**src/design/orx_pkg.sv**
```systemverilog
package orx_pkg;
    // Operation select codes presented by the core's decoder
    typedef enum logic [3:0] {
        ORX_OP_NONE,
        ORX_OP_OR_MEM,
        ORX_OP_RET,
        ORX_OP_RET_IMM,
        ORX_OP_INTERRUPT_RETURN_OP,
        ORX_OP_RL,
        ORX_OP_RLA,
        ORX_OP_RLC,
        ORX_OP_ROTATE_LEFT_CARRY_TO_ACC_OP,
        ORX_OP_RR,
        ORX_OP_RRA,
        ORX_OP_RRC
    } orx_op_t;

    localparam int ORX_DATA_W = 8;
    localparam int ORX_PC_W = 13;
    localparam int ORX_RET_CYCLES = 2;
    localparam logic [7:0] ORX_ACC_RST = 8'h00;
    localparam logic [12:0] ORX_PC_RST = 13'h0000;
    localparam logic [ORX_PC_W-1:0] ORX_PC_STEP = 13'h0001;
endpackage : orx_pkg

```
**src/design/orx_alu_if.sv**
```systemverilog
`timescale 1ns/1ps
interface orx_alu_if;
    import orx_pkg::*;
    orx_op_t op;
    logic [7:0] mem_val;
    logic [7:0] acc_val;
    logic carry_in;
    logic [7:0] result;
    logic carry_out;
    logic zero;
    modport core (output op, output mem_val, output acc_val, output carry_in,
                  input result, input carry_out, input zero);
    modport alu (input op, input mem_val, input acc_val, input carry_in,
                 output result, output carry_out, output zero);
endinterface : orx_alu_if

```
**src/design/orx_alu.sv**
```systemverilog
`timescale 1ns/1ps
module orx_alu
    import orx_pkg::*;
(
    orx_alu_if.alu alu
);
    always_comb begin
        alu.result = alu.mem_val;
        alu.carry_out = alu.carry_in;
        case (alu.op)
            ORX_OP_OR_MEM: alu.result = alu.acc_val | alu.mem_val;
            ORX_OP_RL, ORX_OP_RLA: alu.result = {alu.mem_val[6:0], alu.mem_val[7]};
            ORX_OP_RLC, ORX_OP_ROTATE_LEFT_CARRY_TO_ACC_OP: begin
                alu.result = {alu.mem_val[6:0], alu.carry_in};
                alu.carry_out = alu.mem_val[7];
            end
            ORX_OP_RR, ORX_OP_RRA: alu.result = {alu.mem_val[0], alu.mem_val[7:1]};
            ORX_OP_RRC: begin
                alu.result = {alu.carry_in, alu.mem_val[7:1]};
                alu.carry_out = alu.mem_val[0];
            end
            default: alu.result = alu.mem_val;
        endcase
        alu.zero = (alu.result == 8'h00);
    end
endmodule : orx_alu

```
**src/design/orx_exec.sv**
```systemverilog
// Behaviour
// - OR accumulator into memory, zero flag only
// - Plain return pops PC, two cycles, no flags
// - Return loads immediate into accumulator, pops PC
// - Interrupt return pops PC, sets master enable
// - Rotate memory left, wrap bit 7
// - Rotate left into accumulator, memory unchanged
// - Rotate left through carry, write memory
// - Rotate left through carry into accumulator
// - Rotate memory right, wrap bit 0
// - Rotate right into accumulator, memory unchanged
`timescale 1ns/1ps
module orx_exec
    import orx_pkg::*;
#(
    parameter int PC_W = ORX_PC_W
)
(
    // Clock and reset
    input wire logic core_clk_i,
    input wire logic nrst_i,
    // Instruction issue
    input wire logic issue_i,
    input wire orx_op_t op_i,
    input wire logic [7:0] imm_i,
    input wire logic [7:0] mem_rd_i,
    input wire logic [PC_W-1:0] stack_top_i,
    input wire logic irq_ack_i,
    // Data memory write
    output logic mem_wr_o,
    output logic [7:0] mem_wd_o,
    // Stack pop
    output logic stack_pop_o,
    // Architectural state
    output logic [7:0] acc_o,
    output logic carry_o,
    output logic zero_o,
    output logic master_irq_enable_o,
    output logic [PC_W-1:0] pc_o,
    output logic busy_o,
    output logic done_o
);
    typedef enum logic [1:0] {ORX_IDLE, ORX_RET_WAIT} orx_state_t;

    typedef struct packed {
        orx_state_t state;
        logic [7:0] acc;
        logic carry;
        logic zero;
        logic irq_en;
        logic [PC_W-1:0] pc;
        logic mem_wr;
        logic [7:0] mem_wd;
        logic pop;
        logic done;
        logic busy;
    } orx_st_t;

    orx_st_t st_reg;
    orx_st_t st_next;
    orx_alu_if alu_bus();

    assign alu_bus.op = op_i;
    assign alu_bus.mem_val = mem_rd_i;
    assign alu_bus.acc_val = st_reg.acc;
    assign alu_bus.carry_in = st_reg.carry;

    orx_alu u_alu (
        .alu(alu_bus.alu)
    );

    ////////////////////////////////////////////////////////////////////////////
    always_comb begin
        st_next = st_reg;
        st_next.mem_wr = 1'b0;
        st_next.pop = 1'b0;
        st_next.done = 1'b0;
        // Interrupt entry clears the enable; a same-cycle interrupt return re-sets it
        if (irq_ack_i) begin
            st_next.irq_en = 1'b0;
        end
        case (st_reg.state)
            ORX_IDLE: begin
                if (issue_i) begin
                    case (op_i)
                        ORX_OP_RET, ORX_OP_RET_IMM, ORX_OP_INTERRUPT_RETURN_OP: begin
                            st_next.pop = 1'b1;
                            st_next.pc = stack_top_i;
                            st_next.state = ORX_RET_WAIT;
                            st_next.busy = 1'b1;
                            if (op_i == ORX_OP_RET_IMM) begin
                                st_next.acc = imm_i;
                            end
                            if (op_i == ORX_OP_INTERRUPT_RETURN_OP) begin
                                st_next.irq_en = 1'b1;
                            end
                        end
                        ORX_OP_OR_MEM: begin
                            st_next.mem_wr = 1'b1;
                            st_next.mem_wd = alu_bus.result;
                            st_next.zero = alu_bus.zero;
                        end
                        ORX_OP_RL, ORX_OP_RR: begin
                            st_next.mem_wr = 1'b1;
                            st_next.mem_wd = alu_bus.result;
                        end
                        ORX_OP_RLA, ORX_OP_RRA: begin
                            st_next.acc = alu_bus.result;
                        end
                        ORX_OP_RLC, ORX_OP_RRC: begin
                            st_next.mem_wr = 1'b1;
                            st_next.mem_wd = alu_bus.result;
                            st_next.carry = alu_bus.carry_out;
                        end
                        ORX_OP_ROTATE_LEFT_CARRY_TO_ACC_OP: begin
                            st_next.acc = alu_bus.result;
                            st_next.carry = alu_bus.carry_out;
                        end
                        default: begin
                        end
                    endcase
                    if (op_i != ORX_OP_RET && op_i != ORX_OP_RET_IMM && op_i != ORX_OP_INTERRUPT_RETURN_OP) begin
                        st_next.pc = st_reg.pc + PC_W'(ORX_PC_STEP);
                        st_next.done = 1'b1;
                    end
                end
            end
            ORX_RET_WAIT: begin
                // Second cycle of a return; no issue accepted here
                st_next.state = ORX_IDLE;
                st_next.busy = 1'b0;
                st_next.done = 1'b1;
            end
            default: begin
                st_next.state = ORX_IDLE;
                st_next.busy = 1'b0;
            end
        endcase
    end

    always_ff @(posedge core_clk_i or negedge nrst_i) begin
        if (!nrst_i) begin
            st_reg <= '{state: ORX_IDLE, acc: ORX_ACC_RST, carry: 1'b0, zero: 1'b0, irq_en: 1'b0,
                        pc: PC_W'(ORX_PC_RST), mem_wr: 1'b0, mem_wd: 8'h00, pop: 1'b0, done: 1'b0,
                        busy: 1'b0};
        end else begin
            st_reg <= st_next;
        end
    end

    assign mem_wr_o = st_reg.mem_wr;
    assign mem_wd_o = st_reg.mem_wd;
    assign stack_pop_o = st_reg.pop;
    assign acc_o = st_reg.acc;
    assign carry_o = st_reg.carry;
    assign zero_o = st_reg.zero;
    assign master_irq_enable_o = st_reg.irq_en;
    assign pc_o = st_reg.pc;
    // Busy kept as its own flop so the port comes straight from a register
    assign busy_o = st_reg.busy;
    assign done_o = st_reg.done;
endmodule : orx_exec

```
**config.mk**
```make
export PLATFORM = sky130hd
export DESIGN_NAME = orx_exec
export DESIGN_NICKNAME = d
export VERILOG_FILES = /design/src/design/orx_pkg.sv /design/src/design/orx_alu_if.sv /design/src/design/orx_alu.sv /design/src/design/orx_exec.sv
export SDC_FILE = /design/constraint.sdc
export NUM_CORES = 1
export LEC_CHECK = 0
export BUFFER_PORTS_ARGS = -buffer_cell sky130_fd_sc_hd__clkbuf_2
export CORE_MARGIN = 1
export CORE_UTILIZATION = 55
export DETAILED_ROUTE_END_ITERATION = 12
export HOLD_SLACK_MARGIN = 0.05
export PLACE_DENSITY = 0.85
export SLEW_MARGIN = 10
export SYNTH_ARGS = -nofsm -noshare
export SYNTH_HDL_FRONTEND = slang
export SYNTH_SLANG_ARGS = --single-unit
export TNS_END_PERCENT = 10
```
**constraint.sdc**
```tcl
create_clock -name core_clk_i -period 3.4 [get_ports core_clk_i]
set_input_delay 0.68 -clock core_clk_i [delete_from_list [all_inputs] [get_ports core_clk_i]]
set_output_delay 0.68 -clock core_clk_i [all_outputs]
set_load 0.01 [all_outputs]
```
Word-level counts from Yosys, hierarchy flattened --
Cells that the tools add are included.
Storage, ports and cells: input port bits 37, word-level logic and storage cells 71, flip-flop bits (word level) 38, memories kept 0, output and inout bits 36, bits in latches 0, memory bits (writable) 0, memory bits (read-only) 0
Operators by class: magnitude comparators 0, shift operators 0, bitwise logic cells 1, multipliers 0, reduce and logical (&&, ||, !) cells 20, multiplexer cells 20, add/subtract/negate cells 1, eq/ne operators 18, divide/modulo/power cells 0
Operators with widths (count):
- 8-bit one-hot mux with 5 select lines | 1
- 38-bit 2-to-1 mux | 1
- 24-bit 2-to-1 mux | 1
- 4-bit by 3-bit equality test with 1-bit output, second input constant | 4
- 4-bit equality test, second input constant | 4
- 8-bit one-hot mux with 2 select lines | 1
- 14-bit 2-to-1 mux | 1
- 13-bit by 1-bit adder with 13-bit output, second input constant | 1
- 13-bit 2-to-1 mux | 1
- 9-bit 2-to-1 mux | 1
- 3-bit AND reduction | 3
- 3-bit OR reduction | 3
- 4-bit by 2-bit equality test with 1-bit output, second input constant | 2
- 8-bit zero test | 1
- 1-bit 2-to-1 mux | 8
- 8-bit 2-to-1 mux | 1
- 4-bit by 2-bit inequality test with 1-bit output, second input constant | 2
- 8-bit bitwise OR | 1
- 4-bit AND reduction | 2
- 2-bit nonzero test | 3
- 2-bit OR reduction | 3
- 5-bit OR reduction | 1
- 4-bit by 1-bit equality test with 1-bit output, second input constant | 1
- 2-bit 2-to-1 mux | 2
- other kinds (8) | 11

Logic depth before layout (Yosys ltp) --
Gate-level depths: netlist (run 1).
word-level depth 7, depth in mapped cells 9, depth with buffers taken out 7

By module --
Synthesis (run 1) repeated with hierarchy kept, for this count alone.
Unflattened totals: cells, all modules 251, area, all modules 2358.5 µm²
Modules (own cells, without submodules):
- orx_exec | seq. area each 900.9 µm², cells an instance 166, times used 1, area an instance 1783.0 µm²
- orx_alu | seq. area each 0.0 µm², cells an instance 85, times used 1, area an instance 575.6 µm²

Worst setup path after synthesis (run 1) --
OpenSTA, ideal clock, no wires.
path kind input -> register, start point input op_i[1], end point register st_reg (netlist bit zero_o), stages on the path 7, data required time 3.308 ns, slack 1.124 ns, setup time 0.092 ns, arrival 2.185 ns, path buffers 1, cells stage by stage buf_6 nor2_4 mux2i_1 o2bb2ai_1 a311o_1 or4_1 o31ai_2
Between the ends: word-level cells in the longest chain between the ends 4, elaborated cells between the ends (all ways) 14, those cells by class eq/ne: 8; mux: 1; reduce/logical: 5
RTL lines:
- from (decl) | RTL line orx_exec.sv:24 | input wire orx_op_t op_i,
- 4-bit equality test or 4-bit by 3-bit equality test with 1-bit output (tied branches) | RTL line orx_alu.sv:10 | case (alu.op)
- 2-bit OR reduction | RTL line orx_alu.sv:10
- 8-bit one-hot mux with 5 select lines | RTL line orx_alu.sv:10
- 8-bit zero test | RTL line orx_alu.sv:24 | alu.zero = (alu.result == 8'h00);
- to (signal assigned) | RTL line orx_exec.sv:143 | st_reg <= '{state: ORX_IDLE, acc: ORX_ACC_RST, carry: 1'b0, zero: 1'b0, irq_en: 1'b0,
- to (signal assigned) | RTL line orx_exec.sv:147 | st_reg <= st_next;
- to (decl) | RTL line orx_exec.sv:59 | orx_st_t st_reg;
Several ways; a longest one is shown, not always the timed one. A chain may end at the register's enable or synchronous reset.

Worst setup path after layout (run 1) --
start point input op_i[3], end point register st_reg (netlist bit zero_o)
Same word-level chain as after synthesis.

==> results of run 1 <==
routing by layer:
layer	track usage	routed length (um)	vias to the layer above	part of all wire
met5	0	0	-	0
li1	-	-	1127	-
met3	0.0507	375	10	0.064
met1	0.425	2720	1090	0.47
met4	0.0824	86	0	0.015
met2	0.399	2670	75	0.46
how the worst min path moves through the flow:
stage / start / to / slack (ps)
2_1_floorplan: nrst_i / acc_o[0] / 380
3_3_place_gp: busy_o / done_o / 470
3_5_place_dp: mem_wd_o[1] / mem_wd_o[1] / 500
4_1_cts: mem_wd_o[1] / mem_wd_o[1] / 510
5_1_grt: busy_o / done_o / 530
6_report: nrst_i / mem_wd_o[2] / 500
cell usage in the layout (no fill, tap or decap), types with 2 or more instances in the layout:
cell type and count:
sky130_fd_sc_hd__dfrtp_1 36, sky130_fd_sc_hd__nand3b_1 3, sky130_fd_sc_hd__nor2_1 16, sky130_fd_sc_hd__nor2b_1 6, sky130_fd_sc_hd__mux2i_1 13, sky130_fd_sc_hd__inv_1 7, sky130_fd_sc_hd__o21ai_1 4, sky130_fd_sc_hd__a211oi_1 4
sky130_fd_sc_hd__o21a_1 2, sky130_fd_sc_hd__o22ai_1 3, sky130_fd_sc_hd__nand3_1 14, sky130_fd_sc_hd__nand4b_1 2, sky130_fd_sc_hd__o211ai_1 2, sky130_fd_sc_hd__a22oi_1 5, sky130_fd_sc_hd__and3_1 7, sky130_fd_sc_hd__a21o_1 2
sky130_fd_sc_hd__nand4_1 2, sky130_fd_sc_hd__a21oi_1 16, sky130_fd_sc_hd__clkbuf_2 72, sky130_fd_sc_hd__clkbuf_8 6, sky130_fd_sc_hd__mux2_2 7, sky130_fd_sc_hd__o21ai_0 29, sky130_fd_sc_hd__nand2b_1 7, sky130_fd_sc_hd__a2bb2oi_1 3
sky130_fd_sc_hd__a31oi_1 6, sky130_fd_sc_hd__clkinvlp_4 2, sky130_fd_sc_hd__buf_4 5, sky130_fd_sc_hd__nand2_1 29, sky130_fd_sc_hd__xor2_1 2, sky130_fd_sc_hd__or2_1 2
per-stage QoR:
stage | hold slack [ps] | utilization | cells | total power, mW | setup WS (ps)
after floorplan | 384 | - | 275 | 0.942 | 1120
after global placement | 474 | 0.667 | 380 | 1.14 | 637
after detailed placement | 498 | 0.667 | 380 | 1.16 | 553
after CTS | 515 | 0.691 | 388 | 1.49 | 851
after global routing | 535 | 0.691 | 388 | 1.58 | 630
final | 502 | 0.691 | 388 | 1.48 | 817
power breakdown:
group | leakage [nW] | switching, mW | internal (mW)
Sequential | 0.433 | 0.113 | 0.543
Clock | 0.0434 | 0.162 | 0.164
Combinational | 0.834 | 0.271 | 0.224
registers in the layout, summed over array words and instances, names as in the netlist:
| register | cells |
|---|---|
| pc_o | 13 |
| acc_o | 8 |
| mem_wd_o | 8 |
| busy_o | 1 |
| carry_o | 1 |
| done_o | 1 |
| master_irq_enable_o | 1 |
| mem_wr_o | 1 |
| stack_pop_o | 1 |
| zero_o | 1 |
cell families after synthesis:
family | count (synthesis)
compound gates | 91
xor+xnor | 2
fa+ha+maj | 1
simple gates | 95
mux | 21
buf+inv | 29
flops | 36
final cells by class:
cell class              count  area, um2
inverters                   7       26.3
fillers                   330       1250
well taps                  50       62.6
multi-input cells         210       1320
clock buffers               6       82.6
clock inverters             2       15.0
flip-flops and latches     36        901
repair buffers             77        398
critical path: cells and delay by family:
kind | cells | cell delay [ps]
AOI/OAI and AO/OA | 3 | 680
buffers and inverters | 1 | 370
and+or+nand+nor | 3 | 1060
==> run metrics, run 1 <==
Worst Setup Start Kind=primary input; number of instances in the synthesized netlist=between 200 and 300; main combinational cell family by area after synthesis=compound AO/OA/AOI/OAI gates; cell-by-cell trace of the critical path=clkbuf_2 > nand2b_1 > and2_1 > a221oi_1 > o21ai_0 > or4_1 > o31ai_2; First-pass DRT Iterations=4; Ant. Diodes=0; upper clock frequency limit=approximately 390 MHz; launch instance of the worst register-to-register path=acc_o[5]; post-synth top area share=0.383; post-synth design cell area=2350 um2; DIE AREA=roughly 4500 um2; most frequent cells after synthesis=sky130_fd_sc_hd__dfrtp_1 (36), sky130_fd_sc_hd__nand2_1 (29), sky130_fd_sc_hd__o21ai_0 (29); cell type with the largest total area after synthesis=sky130_fd_sc_hd__dfrtp_1; Synth Area in Compound Gates=0.247; global-route congestion overflow total=0; DRT antenna net count=0; startpoint-to-endpoint class of the critical path=in2reg; Wirelength per Cell=15.1 um; vias per inst=5.93; syn_area_per_cell=8.55 um2; post-layout min period=2580 ps; count of state elements after synthesis=36; largest fanout on the critical path=26; number of global-route vias before repair=approximately 2000; TritonCTS clock tree=built; total clock buffers created by CTS=5; Max transition margin=0.401; r2r worst-path depth=5; chip width=67.4 um; global-route wire length before repair=9480 um; area of all placed cells without fillers=between 2000 and 3000 um2; final worst path period share=0.760; sequential area share after synthesis=0.383; simple-gate share of the synthesized area=0.207; outcome=complete, no violations; antenna violations before repair=0; maxcap violations=0; syn_nets=313; crit path from=op_i[3]; share of post-route cells with drive strength above 1=0.281; Total Negative Setup Slacks=0 ps; clock edge transition at the registers on the reported setup and hold paths=70 ps; most common flop cell mapped by yosys=sky130_fd_sc_hd__dfrtp_1; final net count=375; Critical Path Sink=zero_o; number of hold-slack violations in the final timing report=0; Slew @ Worst Pin=898 ps; post-CTS setup repair buffer count=0; crit path DAT=2790 ps; total of hold buffers inserted after clock tree synthesis=0; largest stage delay on the critical path=440 ps; FF-to-FF setup slack=1500 ps; number of clock sinks=36; core outline area=4060 um2; number of placement rows=23; clock tree root buffer cell=sky130_fd_sc_hd__clkbuf_8; final wirelength=5850 um; number of failing setup endpoints in the final timing report=0; CP Data Required Time=3600 ps; number of buffers between clock root and the deepest sink=2; area share of fa/ha/maj cells after synthesis=0.00532; unrepaired setup endpoints after global routing=false; unique cell type count in the Yosys netlist=55; routed vias=2302; residual DRC count=0; synthesis-to-layout area growth=19.3%; maximum number of pins on one net before global-route repair=37; xor-xnor portion of the synthesized cell area=0.00745; overall fraction of global-route tracks in use=0.280; Clk Latency, worst-skew pair=300 ps; number of enable-type register cells in the synthesized netlist=0; H-tree depth reported by CTS=2; Placed Instance Area=2710 um2; height of the chip=67.4 um; I/O pin total=between 70 and 80; IO buf count=72; cell area power density=527 nW/um2; most repeated cell in the gate-level netlist after synthesis=sky130_fd_sc_hd__dfrtp_1; main area contributors after synthesis=sky130_fd_sc_hd__dfrtp_1 (38%), sky130_fd_sc_hd__o21ai_0 (6.2%), sky130_fd_sc_hd__mux2i_1 (5.5%); Clock Skews=5.08 ps; critical path endpoint category=flip-flop; slowest CP cell=sky130_fd_sc_hd__or4_1; DR iter-0 viols=232; warnings from Yosys=0; number of slew-limit violations in the final report=0; cells resized by post-CTS repair=0; placer congestion estimate=0.903; worst hold path class=in2async; asr flop ratio synth=1.00; Pleak=1.31 nW; initial core utilization=0.580; multiplexer share of the synthesized area=0.0936; half-perimeter wire length of the detailed placement result=4100 um; worst vdd ir=between 0.3 and 0.4 mV; capture point of the worst reg-to-reg path=zero_o
No activity file was read; power rests on OpenSTA's default activity.
==> inputs of run 2 (changes only) <==
Settings changed: CORE_UTILIZATION 55 to 51, PLACE_DENSITY 0.85 to 0.8.
Clock period 3.4 ns to 2.7 ns, I/O delays scaled along.
==> run 2 against run 1 <==
Final cell count is 2.6% higher. Worst hold slack got worse by 120 ps. Via count rose by 1.3%.
==> run metrics, run 2 (same netlist as run 1, synthesis figures left out) <==
Clk Latency, worst-skew pair=290 ps (about the same); post-layout min period=about 2200 ps; switching power as a share of total power=0.374 (+0.00379); maxcap violations=0 (unchanged); share of total power in the clock network=0.222 (about the same); FF-to-FF setup slack=800 ps (-700 ps); I/O pin total=73 (unchanged); cells resized by post-CTS repair=0 (unchanged); Worst Setup Start Kind=primary input; uppermost layer routed=met4; TritonCTS clock tree=built; power spent charging and discharging nets=0.706 mW (+29%); wire length on met3=468 um (+25%); Total Negative Setup Slacks=0 ps (unchanged); antenna violations before repair=0 (unchanged); DRT antenna net count=0 (unchanged); Ant. Diodes=0 (unchanged); routed vias=2333 (+1.3%); critical path endpoint category=flip-flop; Pleak=1.35 nW (+2.9%); launch instance of the worst register-to-register path=acc_o[5]; synthesis-to-layout area growth=21.9%; flip-flop count of the largest register after layout=13 (unchanged); crit path DAT=2390 ps (-400 ps); final wirelength=6260 um (+7.0%); global-route congestion overflow total=0 (unchanged); part of the power in registers=0.436 (-0.008); vias per inst=5.86 (-1.2%); startpoint-to-endpoint class of the critical path=in2reg; number of hold-slack violations in the final timing report=0 (unchanged); maximum number of pins on one net before global-route repair=37 (unchanged); r2r worst-path depth=5 (unchanged); worst vdd ir=0.434 mV (+23%); upper clock frequency limit=457 MHz; overall fraction of global-route tracks in use=0.268 (-0.0117); residual DRC count=0 (unchanged); number of slew-limit violations in the final report=0 (unchanged); wire length on met2=2790 um (+4.5%); Slew @ Worst Pin=945 ps (+47.1 ps); placer congestion estimate=0.991 (+9.7%); number of clock sinks=36 (unchanged); final net count=383 (+2.1%); number of failing setup endpoints in the final timing report=0 (unchanged); initial core utilization=0.537 (-0.0432); clock edge transition at the registers on the reported setup and hold paths=80 ps (about the same); height of the chip=69.9 um (+3.7%); internal power=1.18 mW (+27%); global-route wire length before repair=10600 um (+12%); commonest cells after routing, fill and taps aside=sky130_fd_sc_hd__clkbuf_2 (72), sky130_fd_sc_hd__dfrtp_1 (36), sky130_fd_sc_hd__nand2_1 (29), sky130_fd_sc_hd__o21ai_0 (29); cell area power density=660 nW/um2 (+25%); total of hold buffers inserted after clock tree synthesis=0 (unchanged); number of placement rows=24 (+4.3%); H-tree depth reported by CTS=2 (unchanged); Wirelength per Cell=15.7 um (+4.3%); worst hold path class=in2async; detailed-routing wirelength on met1=3000 um (+10%); half-perimeter wire length of the detailed placement result=4550 um (+11%); number of global-route vias before repair=2152 (+10%); combinational power share=0.342 (+0.006); DR iter-0 viols=182 (-22%); number of buffers between clock root and the deepest sink=2 (unchanged); outcome=complete, no violations; largest fanout on the critical path=15 (-42%); core outline area=4380 um2 (+8.0%); CP Data Required Time=2900 ps (-700 ps); leading cell type in the layout, fill and taps excluded=sky130_fd_sc_hd__clkbuf_2; unrepaired setup endpoints after global routing=false; chip width=69.9 um (+3.7%); clock tree root buffer cell=sky130_fd_sc_hd__clkbuf_8; IO buf count=72 (unchanged); share of post-route cells with drive strength above 1=0.298 (+0.0166); Placed Instance Area=2770 um2 (+2.3%); Clock Skews=3.75 ps (-1.33 ps); post-CTS setup repair buffer count=0 (unchanged); total clock buffers created by CTS=5 (unchanged); final worst path period share=0.811; capture point of the worst reg-to-reg path=zero_o; Max transition margin=0.365 (-0.0356); area of all placed cells without fillers=2870 um2 (+2.2%); First-pass DRT Iterations=4 (unchanged); DIE AREA=4890 um2 (+7.6%)
==> run 2: cell count changes in the layout (fill, tap and decap cells not counted) <==
cell                    before  now
sky130_fd_sc_hd__buf_4       5   13
==> run 2: worst max-delay path, cell delays in order <==
cell	delay [ps]
sky130_fd_sc_hd__clkbuf_2	260
sky130_fd_sc_hd__buf_4	260
sky130_fd_sc_hd__nand2b_1	140
sky130_fd_sc_hd__a21oi_1	60
sky130_fd_sc_hd__a311o_1	370
sky130_fd_sc_hd__or4_1	550
sky130_fd_sc_hd__o31ai_2	200
==> run 2: cell type report <==
type / instances / area, um2
clock inverters: 2 / 15.0
well taps: 52 / 65.1
fillers: 391 / 1520
repair buffers: 85 / 458
clock buffers: 6 / 82.6
flip-flops and latches: 36 / 901
multi-input cells: 210 / 1320
inverters: 7 / 26.3
==> run 2: how the worst max path moves through the flow <==
stage	startpoint	end	slack, ps	cells past startpoint
finish	op_i[2]	zero_o	510	7
global route	op_i[3]	acc_o[0]	400	7
CTS	op_i[2]	zero_o	540	7
detailed placement	op_i[1]	zero_o	220	6
global placement	op_i[2]	zero_o	330	7
floorplan	op_i[1]	zero_o	560	7
==> run 2: power groups by stage <==
stage | Combinational (mW) | Clock (mW) | Sequential, mW
6_report | 0.647 | 0.419 | 0.825
5_1_grt | 0.716 | 0.449 | 0.851
4_1_cts | 0.652 | 0.424 | 0.824
3_5_place_dp | 0.648 | 0 | 0.835
3_3_place_gp | 0.632 | 0 | 0.829
2_1_floorplan | 0.310 | 0 | 0.876
==> run 2: routing by layer <==
layer  vias to the layer above  track usage
li1                       1143            -
met4                         0       0.0467
met3                         2       0.0548
met1                      1097        0.410
met5                         -            0
met2                        91        0.396
==> run 2: through the flow <==
| step | cells | hold slack (ps) | utilization | power (mW) | worst slack (ps) |
|---|---|---|---|---|---|
| floorplan | 275 | 244 | - | 1.19 | 564 |
| global placement | 390 | 489 | 0.632 | 1.46 | 329 |
| detailed placement | 390 | 496 | 0.632 | 1.48 | 218 |
| CTS | 398 | 422 | 0.654 | 1.90 | 539 |
| global route | 398 | 455 | 0.654 | 2.02 | 404 |
| finish | 398 | 383 | 0.654 | 1.89 | 509 |
